===== src/verilog/dpdsw_pkg.sv =====
// Package with process image layout, status bit positions and state encodings.
package dpdsw_pkg;
  // Object indices of the process image entries.
  localparam logic [15:0] IDX_CONTROL = 16'h2080;
  localparam logic [15:0] IDX_SPEED_PCT = 16'h2081;
  localparam logic [15:0] IDX_TORQUE_PCT = 16'h2082;
  localparam logic [15:0] IDX_TARGET_POS = 16'h2083;
  localparam logic [15:0] IDX_STATUS = 16'h2084;
  localparam logic [15:0] IDX_ACT_SPEED = 16'h2085;
  localparam logic [15:0] IDX_ACT_POS = 16'h2086;
  // Image geometry.
  localparam int IMAGE_BYTES = 8;
  localparam int IMAGE_BITS = 64;
  // Field positions inside one 64-bit image.
  localparam int CW_LSB = 0;
  localparam int SPD_LSB = 16;
  localparam int TRQ_LSB = 24;
  localparam int TPOS_LSB = 32;
  localparam int SW_LSB = 0;
  localparam int ASPD_LSB = 16;
  localparam int APOS_LSB = 32;
  // Control word bits.
  localparam int CB_ON = 0;
  localparam int CB_OPEN = 3;
  localparam int CB_START = 6;
  localparam int CB_ACK = 7;
  localparam int CB_PLC = 10;
  localparam logic [15:0] CW_RESERVED_MASK = 16'hE806;
  // Status word bits.
  localparam int SB_PREPARED = 0;
  localparam int SB_READY = 1;
  localparam int SB_ENABLED = 2;
  localparam int SB_FAULT = 3;
  localparam int SB_COAST = 4;
  localparam int SB_QUICK = 5;
  localparam int SB_INHIBIT = 6;
  localparam int SB_WARN = 7;
  localparam int SB_NODRAG = 8;
  localparam int SB_CTRLREQ = 9;
  localparam int SB_REACHED = 10;
  localparam int SB_REFSET = 11;
  localparam int SB_ACKTOG = 12;
  localparam int SB_STILL = 13;
  localparam int SB_OVERCUR = 14;
  localparam int SB_LIMIT = 15;
  // Reset values.
  localparam logic [15:0] STATUS_RESET = 16'h0000;
  localparam logic [15:0] CONTROL_RESET = 16'h0000;
  // Drive states, Gray coded along the power-up path.
  typedef enum logic [2:0] {
    ST_NOT_READY = 3'h0,
    ST_PREPARED = 3'h1,
    ST_READY = 3'h3,
    ST_ENABLED = 3'h2,
    ST_FAULT = 3'h6,
    ST_INHIBIT = 3'h7
  } dpdsw_state_type;
endpackage : dpdsw_pkg


===== src/verilog/dpdsw_if.sv =====
// Interface carrying the cyclic receive and transmit process images of all drives.
`timescale 1ns/1ns
interface dpdsw_if #(
  parameter int DRIVES = 1
);
  logic [DRIVES*64-1:0] rx_image; // Master to drive images, byte 8*(n-1) per drive.
  logic [DRIVES*64-1:0] tx_image; // Drive to master images.
  logic cycle; // One-cycle pulse: new receive images valid.
  logic tx_valid; // One-cycle pulse: transmit images updated.
  modport device (input rx_image, input cycle, output tx_image, output tx_valid);
  modport master (output rx_image, output cycle, input tx_image, input tx_valid);
endinterface : dpdsw_if


===== src/verilog/dpdsw_device.sv =====
// Drive end: status word state logic and transmit image for each drive.
`timescale 1ns/1ns
module dpdsw_device #(
  parameter int DRIVES = 1
) (
  input wire logic clk_i, // System clock.
  input wire logic rst_b_i, // Synchronous reset, active low.
  dpdsw_if.device bus, // Process image link.
  input wire logic [DRIVES-1:0] presence_start_i, // Presence test begins, pulse.
  input wire logic [DRIVES-1:0] presence_found_i, // Drive detected in the test, pulse.
  input wire logic [DRIVES-1:0] required_i, // Drive marked required, pulse.
  input wire logic [DRIVES-1:0] error_i, // Any error present, level.
  input wire logic [DRIVES-1:0] overcurrent_i, // Motor current limit exceeded, level.
  input wire logic [DRIVES-1:0] moving_i, // Motion in progress, level.
  input wire logic [DRIVES-1:0] in_drag_window_i, // Position error within window, level.
  input wire logic [DRIVES-1:0] arrived_i, // Arrived at target, pulse.
  input wire logic [DRIVES-1:0] run_done_i, // Run completed, pulse.
  input wire logic [DRIVES-1:0] out_of_range_i, // Position beyond range limits, level.
  input wire logic [DRIVES*16-1:0] act_speed_i, // Actual speed per drive.
  input wire logic [DRIVES*32-1:0] act_pos_i, // Actual position per drive.
  output logic [DRIVES-1:0] run_start_o, // Start a movement, one-cycle pulse.
  output logic [DRIVES*8-1:0] speed_pct_o, // Latched speed percentage.
  output logic [DRIVES*8-1:0] torque_pct_o, // Latched torque percentage.
  output logic [DRIVES*32-1:0] target_pos_o, // Latched target position.
  output logic [DRIVES*64-1:0] tx_image_o, // Copy of transmit images.
  output logic tx_valid_o // Transmit images updated, pulse.
);
  // Per-drive state; images are carried LSB first, which is the natural vector order.
  typedef struct packed {
    dpdsw_pkg::dpdsw_state_type st;
    logic [15:0] status;
    logic [15:0] prev_cw;
    logic [7:0] spd;
    logic [7:0] trq;
    logic [31:0] tpos;
    logic start;
    logic [63:0] tx;
  } dpdsw_drv_type;

  typedef struct packed {
    dpdsw_drv_type [DRIVES-1:0] drv;
    logic txv;
  } dpdsw_dev_type;

  dpdsw_dev_type cur;
  dpdsw_dev_type next_cur;

  // One cycle of state update per received image; drives share nothing.
  always_comb begin
    logic [15:0] cw;
    logic [15:0] s;
    logic on_fall;
    logic ack_fall;
    logic go;
    dpdsw_pkg::dpdsw_state_type st;
    cw = '0;
    s = '0;
    on_fall = 1'b0;
    ack_fall = 1'b0;
    go = 1'b0;
    st = dpdsw_pkg::ST_NOT_READY;
    next_cur = cur;
    next_cur.txv = 1'b0;
    for (int n = 0; n < DRIVES; n++) begin
      next_cur.drv[n].start = 1'b0;
      // Latch image n from byte 8*(n-1) counting drives from one.
      if (bus.cycle) begin
        cw = bus.rx_image[n*64+dpdsw_pkg::CW_LSB +: 16];
        next_cur.drv[n].spd = bus.rx_image[n*64+dpdsw_pkg::SPD_LSB +: 8];
        next_cur.drv[n].trq = bus.rx_image[n*64+dpdsw_pkg::TRQ_LSB +: 8];
        next_cur.drv[n].tpos = bus.rx_image[n*64+dpdsw_pkg::TPOS_LSB +: 32];
        s = cur.drv[n].status;
        st = cur.drv[n].st;
        on_fall = cur.drv[n].prev_cw[dpdsw_pkg::CB_ON] & ~cw[dpdsw_pkg::CB_ON];
        ack_fall = cur.drv[n].prev_cw[dpdsw_pkg::CB_ACK] & ~cw[dpdsw_pkg::CB_ACK];
        // Power-up ladder; a dropped enable falls straight back to the state below the step it gates.
        unique case (st)
          dpdsw_pkg::ST_NOT_READY: begin
            if (cw[dpdsw_pkg::CB_PLC]) st = dpdsw_pkg::ST_PREPARED;
          end
          dpdsw_pkg::ST_PREPARED: begin
            if (!cw[dpdsw_pkg::CB_PLC]) st = dpdsw_pkg::ST_NOT_READY;
            else if (cw[dpdsw_pkg::CB_ON]) st = dpdsw_pkg::ST_READY;
          end
          dpdsw_pkg::ST_READY: begin
            if (!cw[dpdsw_pkg::CB_PLC]) st = dpdsw_pkg::ST_NOT_READY;
            else if (!cw[dpdsw_pkg::CB_ON]) st = dpdsw_pkg::ST_PREPARED;
            else if (cw[dpdsw_pkg::CB_OPEN]) st = dpdsw_pkg::ST_ENABLED;
          end
          dpdsw_pkg::ST_ENABLED: begin
            if (!cw[dpdsw_pkg::CB_PLC]) st = dpdsw_pkg::ST_NOT_READY;
            else if (!cw[dpdsw_pkg::CB_ON]) st = dpdsw_pkg::ST_PREPARED;
            else if (!cw[dpdsw_pkg::CB_OPEN]) st = dpdsw_pkg::ST_READY;
          end
          dpdsw_pkg::ST_FAULT: begin
            // An error still present at the acknowledge keeps the fault standing.
            if (ack_fall && !error_i[n] && !overcurrent_i[n]) st = dpdsw_pkg::ST_INHIBIT;
          end
          dpdsw_pkg::ST_INHIBIT: begin
            if (on_fall) st = cw[dpdsw_pkg::CB_PLC] ? dpdsw_pkg::ST_PREPARED
                                                     : dpdsw_pkg::ST_NOT_READY;
          end
          default: st = dpdsw_pkg::ST_NOT_READY;
        endcase
        // Errors in ready or enabled drop into fault.
        if ((error_i[n] || overcurrent_i[n]) &&
            (st == dpdsw_pkg::ST_READY || st == dpdsw_pkg::ST_ENABLED)) begin
          st = dpdsw_pkg::ST_FAULT;
        end
        // Toggle handshake only accepted from operation enabled.
        go = (st == dpdsw_pkg::ST_ENABLED) &&
             (cw[dpdsw_pkg::CB_START] != s[dpdsw_pkg::SB_ACKTOG]);
        next_cur.drv[n].start = go;
        s[dpdsw_pkg::SB_PREPARED] = cw[dpdsw_pkg::CB_PLC] &&
          st != dpdsw_pkg::ST_FAULT && st != dpdsw_pkg::ST_INHIBIT;
        s[dpdsw_pkg::SB_READY] = (st == dpdsw_pkg::ST_READY) ||
                                 (st == dpdsw_pkg::ST_ENABLED);
        s[dpdsw_pkg::SB_ENABLED] = (st == dpdsw_pkg::ST_ENABLED);
        s[dpdsw_pkg::SB_FAULT] = (st == dpdsw_pkg::ST_FAULT);
        s[dpdsw_pkg::SB_INHIBIT] = (st == dpdsw_pkg::ST_INHIBIT);
        // Warning clears with errors gone, but is pinned while fault stands.
        if (error_i[n] || overcurrent_i[n]) s[dpdsw_pkg::SB_WARN] = 1'b1;
        else if (st != dpdsw_pkg::ST_FAULT) s[dpdsw_pkg::SB_WARN] = 1'b0;
        // Overcurrent flag; a set in the acknowledge cycle wins.
        if (ack_fall) s[dpdsw_pkg::SB_OVERCUR] = 1'b0;
        if (overcurrent_i[n]) s[dpdsw_pkg::SB_OVERCUR] = 1'b1;
        s[dpdsw_pkg::SB_LIMIT] = out_of_range_i[n];
        // Motion bits: start clears, completion sets.
        if (go) begin
          s[dpdsw_pkg::SB_ACKTOG] = cw[dpdsw_pkg::CB_START];
          s[dpdsw_pkg::SB_REACHED] = 1'b0;
          s[dpdsw_pkg::SB_STILL] = 1'b0;
        end
        if (st == dpdsw_pkg::ST_NOT_READY || st == dpdsw_pkg::ST_PREPARED) begin
          s[dpdsw_pkg::SB_REACHED] = 1'b0;
          s[dpdsw_pkg::SB_ACKTOG] = 1'b0;
        end else if (st == dpdsw_pkg::ST_FAULT || st == dpdsw_pkg::ST_INHIBIT) begin
          s[dpdsw_pkg::SB_ACKTOG] = 1'b0;
        end
        next_cur.drv[n].st = st;
        next_cur.drv[n].prev_cw = cw;
        next_cur.drv[n].status = s;
      end
      // Presence-test, drag and motion-event bits act at every clock, so a pulse that
      // falls between two images is not lost; it also wins over a start in that cycle.
      s = next_cur.drv[n].status;
      if (arrived_i[n] && next_cur.drv[n].st != dpdsw_pkg::ST_NOT_READY &&
          next_cur.drv[n].st != dpdsw_pkg::ST_PREPARED) begin
        s[dpdsw_pkg::SB_REACHED] = 1'b1;
      end
      if (run_done_i[n]) s[dpdsw_pkg::SB_STILL] = 1'b1;
      if (moving_i[n]) s[dpdsw_pkg::SB_NODRAG] = in_drag_window_i[n];
      if (presence_start_i[n]) begin
        s[dpdsw_pkg::SB_COAST] = 1'b0;
        s[dpdsw_pkg::SB_QUICK] = 1'b0;
        s[dpdsw_pkg::SB_CTRLREQ] = 1'b0;
        s[dpdsw_pkg::SB_REFSET] = 1'b0;
        s[dpdsw_pkg::SB_NODRAG] = 1'b0;
      end
      if (presence_found_i[n] || required_i[n]) begin
        s[dpdsw_pkg::SB_COAST] = 1'b1;
        s[dpdsw_pkg::SB_QUICK] = 1'b1;
        s[dpdsw_pkg::SB_CTRLREQ] = 1'b1;
        s[dpdsw_pkg::SB_REFSET] = 1'b1;
      end
      next_cur.drv[n].status = s;
      if (bus.cycle) begin
        next_cur.drv[n].tx = {act_pos_i[n*32 +: 32], act_speed_i[n*16 +: 16], s};
        next_cur.txv = 1'b1;
      end
    end
  end

  // Single state register.
  always_ff @(posedge clk_i) begin
    if (!rst_b_i) begin
      cur <= '0;
    end else begin
      cur <= next_cur;
    end
  end

  // Outputs come straight from the state register.
  for (genvar g = 0; g < DRIVES; g++) begin : g_out
    assign run_start_o[g] = cur.drv[g].start;
    assign speed_pct_o[g*8 +: 8] = cur.drv[g].spd;
    assign torque_pct_o[g*8 +: 8] = cur.drv[g].trq;
    assign target_pos_o[g*32 +: 32] = cur.drv[g].tpos;
    assign tx_image_o[g*64 +: 64] = cur.drv[g].tx;
    assign bus.tx_image[g*64 +: 64] = cur.drv[g].tx;
  end
  assign tx_valid_o = cur.txv;
  assign bus.tx_valid = cur.txv;
endmodule : dpdsw_device


===== src/flat_wrapper.sv =====
// flat-port wrapper written by rule: the top's interface ports become plain ports
module dpdsw_device_flat 
#(
  parameter int DRIVES = 1
)
  (clk_i, rst_b_i, presence_start_i, presence_found_i, required_i, error_i, overcurrent_i, moving_i, in_drag_window_i, arrived_i, run_done_i, out_of_range_i, act_speed_i, act_pos_i, run_start_o, speed_pct_o, torque_pct_o, target_pos_o, tx_image_o, tx_valid_o, bus_rx_image, bus_cycle, bus_tx_image, bus_tx_valid);
  dpdsw_if #(.DRIVES(DRIVES)) bus_i ();
  input wire logic clk_i;
  input wire logic rst_b_i;
  input wire logic [DRIVES-1:0] presence_start_i;
  input wire logic [DRIVES-1:0] presence_found_i;
  input wire logic [DRIVES-1:0] required_i;
  input wire logic [DRIVES-1:0] error_i;
  input wire logic [DRIVES-1:0] overcurrent_i;
  input wire logic [DRIVES-1:0] moving_i;
  input wire logic [DRIVES-1:0] in_drag_window_i;
  input wire logic [DRIVES-1:0] arrived_i;
  input wire logic [DRIVES-1:0] run_done_i;
  input wire logic [DRIVES-1:0] out_of_range_i;
  input wire logic [DRIVES*16-1:0] act_speed_i;
  input wire logic [DRIVES*32-1:0] act_pos_i;
  output logic [DRIVES-1:0] run_start_o;
  output logic [DRIVES*8-1:0] speed_pct_o;
  output logic [DRIVES*8-1:0] torque_pct_o;
  output logic [DRIVES*32-1:0] target_pos_o;
  output logic [DRIVES*64-1:0] tx_image_o;
  output logic tx_valid_o;
  input wire logic [$bits(bus_i.rx_image)-1:0] bus_rx_image;
  input wire logic [$bits(bus_i.cycle)-1:0] bus_cycle;
  output wire logic [$bits(bus_i.tx_image)-1:0] bus_tx_image;
  output wire logic [$bits(bus_i.tx_valid)-1:0] bus_tx_valid;
  assign bus_i.rx_image = bus_rx_image;
  assign bus_i.cycle = bus_cycle;
  assign bus_tx_image = bus_i.tx_image;
  assign bus_tx_valid = bus_i.tx_valid;
  dpdsw_device #(.DRIVES(DRIVES)) u_core (.clk_i(clk_i), .rst_b_i(rst_b_i), .bus(bus_i), .presence_start_i(presence_start_i), .presence_found_i(presence_found_i), .required_i(required_i), .error_i(error_i), .overcurrent_i(overcurrent_i), .moving_i(moving_i), .in_drag_window_i(in_drag_window_i), .arrived_i(arrived_i), .run_done_i(run_done_i), .out_of_range_i(out_of_range_i), .act_speed_i(act_speed_i), .act_pos_i(act_pos_i), .run_start_o(run_start_o), .speed_pct_o(speed_pct_o), .torque_pct_o(torque_pct_o), .target_pos_o(target_pos_o), .tx_image_o(tx_image_o), .tx_valid_o(tx_valid_o));
endmodule

===== config.mk =====
export PLATFORM = sky130hd
export DESIGN_NAME = dpdsw_device_flat
export DESIGN_NICKNAME = d
export VERILOG_FILES = /design/src/verilog/dpdsw_pkg.sv /design/src/verilog/dpdsw_if.sv /design/src/verilog/dpdsw_device.sv /design/src/flat_wrapper.sv
export SDC_FILE = /design/constraint.sdc
export NUM_CORES = 1
export LEC_CHECK = 0
export ABC_AREA = 1
export CAP_MARGIN = 20
export CORE_MARGIN = 5
export CORE_UTILIZATION = 30
export CTS_CLUSTER_SIZE = 24
export DETAILED_ROUTE_END_ITERATION = 10
export DONT_BUFFER_PORTS = 1
export GPL_TIMING_DRIVEN = 1
export SYNTH_ARGS = -nofsm -noshare
export SYNTH_HDL_FRONTEND = slang
export SYNTH_SLANG_ARGS = --single-unit

===== constraint.sdc =====
create_clock -name clk_i -period 1.3 [get_ports clk_i]
set_clock_uncertainty 0.05 [all_clocks]
set_input_delay 0 -clock clk_i [delete_from_list [all_inputs] [get_ports clk_i]]
set_output_delay 0 -clock clk_i [all_outputs]
set_load 0.05 [all_outputs]

==> summary.md, run 1 <==
| Metric | Value |
|---|---|
| Final HPWL DP | 9.44 mm |
| Cell area after technology mapping | 6040 sq um |
| Net Count, Synth | 900 |
| Maximum root-to-sink buffer count | 2 |
| Area leader, netlist | sky130_fd_sc_hd__dfxtp_1 |
| Mapped Avg Cell Area | 7.80 sq um |
| RD Place Congestion | 0.771 |
| Sinks on the clock net | 129 |
| Fraction of the yosys area taken by sequential cells | 42.7% |
| Synth warnings | 0 |
| Cells after Synth | 775 |
| Dpl cells | 948 |
| Outcome | aborted with a tool error |
| Max H-tree Level | 4 |
| Vertical die dimension | 152 um |
| Total of flip-flops plus latches after synthesis | 129 |
| First logged error message | [ERROR RSZ-0060] Max buffer count reached. |
| Top cell type's share of synthesized area | 42.7% |
| Halt point of the flow | clock tree synthesis |
| Instance area after placement | 5740 sq um |
| Post-CTS setup buffers | 2 |
| Initial core utilization | 30.2% |
| Core Rows | 52 |
| CTS hold repair buffers | 198 |
| Number of CTS-inserted buffers | 17 |
| Synth unique cells | 29 |
| PostCTS Resize Cnt | 11 |
| Port Buffer Count | 0 |
| X dimension of the die | 152 um |
| Clock tree root driver cell | sky130_fd_sc_hd__clkbuf_16 |
| Main area contributors after synthesis | sky130_fd_sc_hd__dfxtp_1 (43%), sky130_fd_sc_hd__buf_4 (23%), sky130_fd_sc_hd__nor2_1 (13%) |
| I/O pin total | 304 |
## Yosys cell counts
library cell                 n
sky130_fd_sc_hd__xnor2_1     1
sky130_fd_sc_hd__nand2_1    35
sky130_fd_sc_hd__nor2_2      2
sky130_fd_sc_hd__a21oi_2     1
sky130_fd_sc_hd__nand3_1    10
sky130_fd_sc_hd__buf_4     186
sky130_fd_sc_hd__or2_0       1
sky130_fd_sc_hd__o21ai_0   101
sky130_fd_sc_hd__clkinv_1    2
sky130_fd_sc_hd__nand3_2     1
sky130_fd_sc_hd__nor2_1    216
sky130_fd_sc_hd__nand2_4     1
sky130_fd_sc_hd__nor2_4      1
sky130_fd_sc_hd__inv_2       2
sky130_fd_sc_hd__nand4_1     2
sky130_fd_sc_hd__clkbuf_1   19
sky130_fd_sc_hd__a21oi_1    17
sky130_fd_sc_hd__buf_6       1
sky130_fd_sc_hd__a22oi_1     1
sky130_fd_sc_hd__buf_2       7
sky130_fd_sc_hd__inv_1      21
sky130_fd_sc_hd__o211ai_1    5
sky130_fd_sc_hd__nand3b_1    2
sky130_fd_sc_hd__nand2_2     3
sky130_fd_sc_hd__a21oi_4     1
sky130_fd_sc_hd__nand4_2     2
sky130_fd_sc_hd__dfxtp_1   129
sky130_fd_sc_hd__clkbuf_8    4
sky130_fd_sc_hd__nand2b_4    1
## logic make-up after synthesis
| group | Yosys count | share of synthesized area, % |
|---|---|---|
| AND/OR/NAND/NOR | 277 | 18.7 |
| buffers and inverters | 242 | 27.5 |
| XOR/XNOR | 1 | 0.145 |
| flip-flops | 129 | 42.7 |
| AO/OA/AOI/OAI | 126 | 10.9 |
## metrics by stage
step	setup slack (ps)	utilization [%]
after detailed placement	-96.7	28.6
after global placement	-48.8	28.6
after floorplan	23.6	-
==> run 2: changes to the inputs <==
--- a/config.mk
+++ b/config.mk
@@ -8,11 +8,11 @@
 export ABC_AREA = 1
 export CAP_MARGIN = 20
 export CORE_MARGIN = 5
-export CORE_UTILIZATION = 30
-export CTS_CLUSTER_SIZE = 24
+export CORE_UTILIZATION = 20
 export DETAILED_ROUTE_END_ITERATION = 10
 export DONT_BUFFER_PORTS = 1
 export GPL_TIMING_DRIVEN = 1
+export PLACE_DENSITY_LB_ADDON = 0.15
 export SYNTH_ARGS = -nofsm -noshare
 export SYNTH_HDL_FRONTEND = slang
 export SYNTH_SLANG_ARGS = --single-unit
==> constraint.sdc (replaced) <==
create_clock -name clk_i -period 1.69 [get_ports clk_i]
set_clock_uncertainty 0.05 [all_clocks]
set_input_delay 0 -clock clk_i [delete_from_list [all_inputs] [get_ports clk_i]]
set_output_delay 0 -clock clk_i [all_outputs]
set_load 0.05 [all_outputs]
==> summary.md, run 2 <==
| Metric | Value |
|---|---|
| Final WL | 18.6 mm |
| Fraction of the yosys area taken by sequential cells | 42.7% |
| Clock transition at path regs | 60 ps |
| Startpoint types | input pin |
| Synth unique cells | 29 |
| Initial core utilization | 20.3% |
| Clock tree root driver cell | sky130_fd_sc_hd__clkbuf_16 |
| Max H-tree Level | 4 |
| Combinational power share | 22.5% |
| Vertical die dimension | 184 um |
| Worst Tran Pin Value | 520 ps |
| Crit Path Max Fanout | 70 |
| Total via count after detailed routing | 5,023 |
| Total of flip-flops plus latches after synthesis | 129 |
| Violated checks | negative hold slack |
| Final Hold Viols | 2 |
| Net Count, Synth | 900 |
| Fmax | 0.646 GHz |
| Total of endpoints with negative setup slack in the final report | 0 |
| Post-detailed-route count of antenna-violating nets | 0 |
| Setup repair after global routing missed its margin | false |
| Number of max-slew violations in the final report | 0 |
| Commonest cells after routing, fill and taps aside | sky130_fd_sc_hd__nor2_1 (216), sky130_fd_sc_hd__dlygate4sd3_1 (192), sky130_fd_sc_hd__dfxtp_1 (129) |
| Floorplan Core Area | 29,700 sq um |
| Outcome | complete, but fails checks |
| Layout overhead on the synthesized area | 40.2% |
| CP peak stage delay | 560 ps |
| I/O pin total | 304 |
| Remaining global-route overflow | 0 |
| Final period util | 91.7% |
| Initial antenna violation count | 0 |
| X dimension of the die | 184 um |
| Cell-internal power | 6.59 mW |
| Detailed-routing iteration count for the pre-antenna-repair pass | 4 |
| Dominant synthesized flop cell | sky130_fd_sc_hd__dfxtp_1 |
| TritonCTS clock tree | yes |
| Final HPWL DP | 10.9 mm |
| Count of nets after finishing | 1,012 |
| Commonest non-fill, non-tap cell in the layout | sky130_fd_sc_hd__nor2_1 |
| Mapped Avg Cell Area | 7.80 sq um |
| Top cell type's share of synthesized area | 42.7% |
| Cell area after technology mapping | 6040 sq um |
| Data arrival at the endpoint of the critical path | 1790 ps |
| Number of CTS-inserted buffers | 17 |
| Synth warnings | 0 |
| Port Buffer Count | 0 |
| Async S/R FF share, synth | 0% |
| Clock insertion delay at the later pin of the skew report | 400 ps |
| Portion of total power attributed to sequential cells | 34.6% |
| Number of flops mapped to enable cells by yosys | 0 |
| Worst vdd ir | 583 uV |
| Drt initial violations | 125 |
| Part of the total power dissipated in the clock network | 42.9% |
| Maximum root-to-sink buffer count | 2 |
| Shortest clock period the worst path allows after layout | 1550 ps |
| Worst hold-check slack | -6.42 ps |
| Sum of negative setup slack | 0 ps |
| Area leader, netlist | sky130_fd_sc_hd__dfxtp_1 |
| Number of global-route vias before repair | 5,329 |
| Crit Path Class | in2reg |
| Per-cell via count in the routed design | 3.90 |
| Number of max-cap violations | 0 |
| Required time at the endpoint of the critical path | 1930 ps |
| Share of layout cells above drive strength 1 | 18.2% |
| Average wire length per cell after detail routing | 14.5 um |
| Final cell utilization of the core | 28.5% |
| Total power consumption of the routed design | 9.62 mW |
| Flip-flop count of the largest register after layout | 64 |
| Largest net degree at the start of global routing | 83 |
| Setup slack after layout | 141 ps |
| Main area contributors after synthesis | sky130_fd_sc_hd__dfxtp_1 (43%), sky130_fd_sc_hd__buf_4 (23%), sky130_fd_sc_hd__nor2_1 (13%) |
| GRT Util Overall | 11.0% |
| Leakage | 3.80 nW |
| Sinks on the clock net | 129 |
| Power spent charging and discharging nets | 3.02 mW |
| Core Rows | 63 |
| First-pass GRT wire length | 29.4 mm |
| Relative slew slack | 65.1% |
| RD Place Congestion | 0.792 |
| Category of the worst setup path capture point | flop |
| Most frequent cells after synthesis | sky130_fd_sc_hd__nor2_1 (216), sky130_fd_sc_hd__buf_4 (186), sky130_fd_sc_hd__dfxtp_1 (129) |
| Cell with the most instances after synthesis | sky130_fd_sc_hd__nor2_1 |
| Path type of the worst min-delay path | in2reg |
| Switching share of power | 31.4% |
| Worst-case setup slack after placement | 229 ps |
| Area of the die | 33,800 sq um |
| Library cell contributing the largest single delay on the critical path | sky130_fd_sc_hd__dlygate4sd3_1 |
| Number of antenna repair diodes | 0 |
| Detailed-route DRC error count | 0 |
| Crit path top cell by count | sky130_fd_sc_hd__nor2_1 |
| Power Density | 1140 nW/um^2 |
| Series of cell instances along the critical path | buf_16, clkinv_2, buf_12, nor2_1, nor2_1, dlygate4sd3_1 |
| Cells after Synth | 775 |
==> run 2: logic make-up after synthesis <==
kind of cell              count (synthesis)  synth area share (%)
DFF                                     129                  42.7
AOI/OAI and AO/OA                       126                  10.9
xor gates and xnor gates                  1                 0.145
and+or+nand+nor                         277                  18.7
buffers and inverters                   242                  27.5
==> run 2: critical path, delay by kind of cell <==
family | cells | cell delay (ps)
simple gates | 2 | 310
buf+inv | 4 | 1390
==> run 2: cell type report <==
cell class              instances  area [sq um]
fillers                      3169         21200
repair buffers                310          2860
flip-flops and latches        129          2580
multi-input cells             404          1800
well taps                     390           488
clock buffers                  18           439
clock inverters                12           208
inverters                      25          95.1
==> run 2: routing by layer <==
metal / wire length [um] / track usage, %
met1: 7860 / 12.6
met2: 8880 / 19.5
met5: 0 / 0
met3: 1660 / 3.88
met4: 219 / 2.96
==> run 2: through the flow <==
step / cells / area, sq um
floorplan: 775 / 6040
global placement: 1064 / 5850
detailed placement: 1064 / 5850
CTS: 1289 / 8480
global route: 1288 / 8470
finish: 1288 / 8470
==> run 2: path summary, 6_finish.rpt <==
path | from | slack [ps] | cells past startpoint | endpoint
min | rst_b_i | -6 | 3 | u_core.bus.tx_image[41]
max reg2reg | u_core.target_pos_o[11] | 210 | 4 | u_core.target_pos_o[11]
min reg2reg | u_core.cur[121] | 410 | 2 | u_core.cur[121]
max | bus_cycle | 140 | 6 | u_core.bus.tx_image[27]
==> run 2: power groups by stage <==
stage	clock network, mW	registers (mW)	logic, mW
3_5_place_dp	0	3.39	1.70
6_report	4.12	3.33	2.17
4_1_cts	4.33	3.33	2.19
2_1_floorplan	0	3.40	1.75
5_1_grt	4.42	3.34	2.31
3_3_place_gp	0	3.39	1.69
==> run 2: repair_timing <==
item / 4_1_cts / 5_1_grt
hold endpoints to repair: 129 / 0
hold buffers: 195 / 0
endpoints found under the setup margin: 0 / 2
gates resized for setup: 0 / 0
setup buffers: 0 / 0
Note: power is estimated with default switching activity, not from simulation.
==> run 3: changes to the inputs <==
--- a/config.mk
+++ b/config.mk
@@ -5,7 +5,6 @@
 export SDC_FILE = /design/constraint.sdc
 export NUM_CORES = 1
 export LEC_CHECK = 0
-export ABC_AREA = 1
 export CAP_MARGIN = 20
 export CORE_MARGIN = 5
 export CORE_UTILIZATION = 20
==> constraint.sdc (replaced) <==
create_clock -name clk_i -period 1.5 [get_ports clk_i]
set_clock_uncertainty 0.05 [all_clocks]
set_input_delay 0 -clock clk_i [delete_from_list [all_inputs] [get_ports clk_i]]
set_output_delay 0 -clock clk_i [all_outputs]
set_load 0.05 [all_outputs]
==> summary.md, run 3 <==
| Metric | Value |
|---|---|
| Data arrival at the endpoint of the critical path | 1690 ps |
| Remaining global-route overflow | 0 |
| Net Count, Synth | 770 |
| Path type of the worst min-delay path | in2reg |
| Largest net degree at the start of global routing | 108 |
| Dpl cells | 958 |
| Async S/R FF share, synth | 0% |
| DR WL met2 | 8.97 mm |
| Worst setup path startpoint | u_core.cur[121] |
| Worst vdd ir | 726 uV |
| Port Buffer Count | 0 |
| Reg2Reg Launch Point | u_core.cur[121] |
| Setup slack on the worst flop-to-flop path | 80 ps |
| Fmax | 0.702 GHz |
| Post-synthesis share of cell area spent on full adders, half adders and majority gates | 0% |
| Total via count after detailed routing | 4,526 |
| Mapped Avg Cell Area | 9.99 sq um |
| Complex-gate fraction of the synthesized area | 5.69% |
| Fraction of the yosys area taken by sequential cells | 40.1% |
| X dimension of the die | 189 um |
| Power Density | 1140 nW/um^2 |
| Hold path depth | 3 |
| Area of the die | 35,900 sq um |
| Maximum root-to-sink buffer count | 2 |
| Area leader, netlist | sky130_fd_sc_hd__dfxtp_1 |
| Max H-tree Level | 4 |
| Dominant synthesized flop cell | sky130_fd_sc_hd__dfxtp_1 |
| Final WL | 19.0 mm |
| Drt initial violations | 66 |
| CP peak stage delay | 340 ps |
| Total of endpoints with negative setup slack in the final report | 0 |
| Worst reg-to-reg path cell count | 5 |
| Total power consumption of the routed design | 10.2 mW |
| DR WL met3 | 1.73 mm |
| Average wire length per cell after detail routing | 16.1 um |
| Crit Path Class | reg2reg |
| Setup repair after global routing missed its margin | true |
| Relative slew slack | 65.2% |
| Initial core utilization | 20.3% |
| Cell area after technology mapping | 6440 sq um |
| Detailed-routing iteration count for the pre-antenna-repair pass | 4 |
| Routed metal-1 wirelength | 7.99 mm |
| Switching share of power | 31.1% |
| Vertical die dimension | 189 um |
| Clock insertion delay at the later pin of the skew report | 430 ps |
| Number of global-route vias before repair | 4,883 |
| Floorplan Core Area | 31,700 sq um |
| GRT Util Overall | 10.0% |
| Startpoint types | flop |
| Top layer reached by signal wires | met5 |
| Leakage | 3.84 nW |
| Commonest cells after routing, fill and taps aside | sky130_fd_sc_hd__dlygate4sd3_1 (183), sky130_fd_sc_hd__dfxtp_1 (125), sky130_fd_sc_hd__buf_4 (120) |
| Outcome | completed |
| Per-cell via count in the routed design | 3.83 |
| Worst Hold Launch | bus_cycle |
| Simple-gate area share of the yosys netlist | 15.3% |
| Synth unique cells | 47 |
| Xor and xnor fraction of the mapped netlist area | 0.136% |
| Top cell type's share of synthesized area | 40.1% |
| Synth warnings | 0 |
| Number of max-slew violations in the final report | 0 |
| Number of max-cap violations | 0 |
| Sinks on the clock net | 129 |
| Final HPWL DP | 10.7 mm |
| TritonCTS clock tree | yes |
| Power spent charging and discharging nets | 3.18 mW |
| Category of the worst setup path capture point | flop |
| Portion of netlist area occupied by mux cells | 15.7% |
| Shortest clock period the worst path allows after layout | 1420 ps |
| Worst Tran Pin Value | 521 ps |
| Number of flops mapped to enable cells by yosys | 0 |
| Required time at the endpoint of the critical path | 1770 ps |
| Part of the total power dissipated in the clock network | 41.0% |
| Flip-flop count of the largest register after layout | 64 |
| Post-detailed-route count of antenna-violating nets | 0 |
| Initial antenna violation count | 4 |
| Final period util | 94.9% |
| I/O pin total | 304 |
| Series of cell instances along the critical path | nor4b_4, buf_4, o221a_4, mux2i_1, o21ai_1 |
| Clock transition at path regs | 60 ps |
| Library cell contributing the largest single delay on the critical path | sky130_fd_sc_hd__dfxtp_2 |
| First-pass GRT wire length | 27.7 mm |
| Core Rows | 65 |
| Most frequent cells after synthesis | sky130_fd_sc_hd__buf_4 (177), sky130_fd_sc_hd__dfxtp_1 (129), sky130_fd_sc_hd__nor2b_1 (106) |
| Portion of total power attributed to sequential cells | 36.6% |
| Count of nets after finishing | 888 |
| Combinational power share | 22.4% |
| Cell-internal power | 7.03 mW |
| Number of CTS-inserted buffers | 17 |
| Final Hold Viols | 0 |
| Commonest non-fill, non-tap cell in the layout | sky130_fd_sc_hd__dlygate4sd3_1 |
| RD Place Congestion | 0.685 |
| Fillcell total | 3,347 |
| Terminus of the critical flop-to-flop path | u_core.bus.tx_image[12] |
| Main area contributors after synthesis | sky130_fd_sc_hd__dfxtp_1 (40%), sky130_fd_sc_hd__buf_4 (21%), sky130_fd_sc_hd__mux2i_1 (16%) |
| Number of non-filler instances in the completed layout | 1,182 |
| Hold EP | u_core.bus.tx_image[38] |
| Share of layout cells above drive strength 1 | 22.8% |
| Layout overhead on the synthesized area | 38.6% |
| Cell with the most instances after synthesis | sky130_fd_sc_hd__buf_4 |
| Detailed-route DRC error count | 0 |
| Largest family of logic cells by synthesized area | buffers and inverters |
| Cells after Synth | 645 |
| Total of flip-flops plus latches after synthesis | 129 |
| Crit Path Max Fanout | 3 |
| Clock tree root driver cell | sky130_fd_sc_hd__clkbuf_16 |
-- run 3: changes by cell type in the layout (fill, tap and decap cells not counted), moves of 5 or more --
| cell | change |
|---|---|
| sky130_fd_sc_hd__o21a_1 | +6 |
| sky130_fd_sc_hd__nor2b_1 | +106 |
| sky130_fd_sc_hd__nand2b_1 | +7 |
| sky130_fd_sc_hd__dlygate4sd3_1 | -9 |
| sky130_fd_sc_hd__a21oi_1 | -14 |
| sky130_fd_sc_hd__o21ai_0 | -96 |
| sky130_fd_sc_hd__nor2_1 | -209 |
| sky130_fd_sc_hd__o211a_1 | +5 |
| sky130_fd_sc_hd__inv_1 | -17 |
| sky130_fd_sc_hd__buf_4 | +5 |
| sky130_fd_sc_hd__mux2i_1 | +101 |
| sky130_fd_sc_hd__nand2_1 | -24 |
| sky130_fd_sc_hd__a21boi_0 | +6 |
-- run 3: how the worst max path moves through the flow --
stage | cells after the start | to
floorplan | 4 | u_core.cur[137]
global placement | 4 | u_core.cur[137]
detailed placement | 4 | u_core.cur[137]
CTS | 5 | u_core.bus.tx_image[12]
global route | 4 | u_core.cur[137]
finish | 5 | u_core.bus.tx_image[12]
-- run 3: critical path, delay by kind of cell, from the launching register on --
kind,cells,cell delay (ps)
mux,1,230
flops,1,340
simple gates,1,270
buf+inv,1,170
compound gates,2,260
-- run 3: layout make-up --
cell class | instances | area [sq um] | share of cell area, %
Sequential cell | 129 | 2590 | 29.0
Antenna cell | 4 | 10.0 | 0.112
Timing Repair Buffer | 308 | 2820 | 31.6
Tap cell | 402 | 503 | 5.63
Inverter | 4 | 15.0 | 0.168
Clock buffer | 19 | 453 | 5.07
Multi-Input combinational cell | 303 | 2400 | 26.9
Clock inverter | 13 | 136 | 1.53
-- run 3: power by group through the flow --
stage | clock, mW | combinational (mW) | sequential (mW)
final | 4.18 | 2.29 | 3.74
after global routing | 4.54 | 2.42 | 3.76
after CTS | 4.40 | 2.28 | 3.74
after detailed placement | 0 | 1.73 | 3.81
after global placement | 0 | 1.72 | 3.80
after floorplan | 0 | 1.84 | 3.80
-- run 3: what timing repair did --
item	in CTS	in global routing
resized for setup	1	11
hold buffers	186	0
endpoints found under the setup margin	1	24
setup buffers	0	0
pin swaps	1	1
hold endpoints to repair	129	0
gates cloned	0	2
-- run 3: logic make-up after synthesis --
logic type | after synthesis
AND/OR/NAND/NOR | 157
flip-flops | 129
XOR/XNOR | 1
buffers and inverters | 213
multiplexers | 101
AO/OA/AOI/OAI | 44
-- run 3: through the flow --
step	worst slack [ps]	area [sq um]	setup TNS [ps]	hold slack, ps	utilization [%]
CTS	10.2	8870	0	1.47	28.0
global route	-42.3	8920	-101	18.5	28.1
floorplan	110	6440	0	104	-
global placement	10.8	6370	0	97.3	20.1
detailed placement	3.09	6370	0	97.0	20.1
finish	76.1	8930	0	34.9	28.2
-- run 3: metal layers --
metal  track usage (%)  up-vias
met3              4.37       28
met2              17.0      204
met4              3.73        2
met5                 0        -
met1              11.2     2094
li1                  -     2198
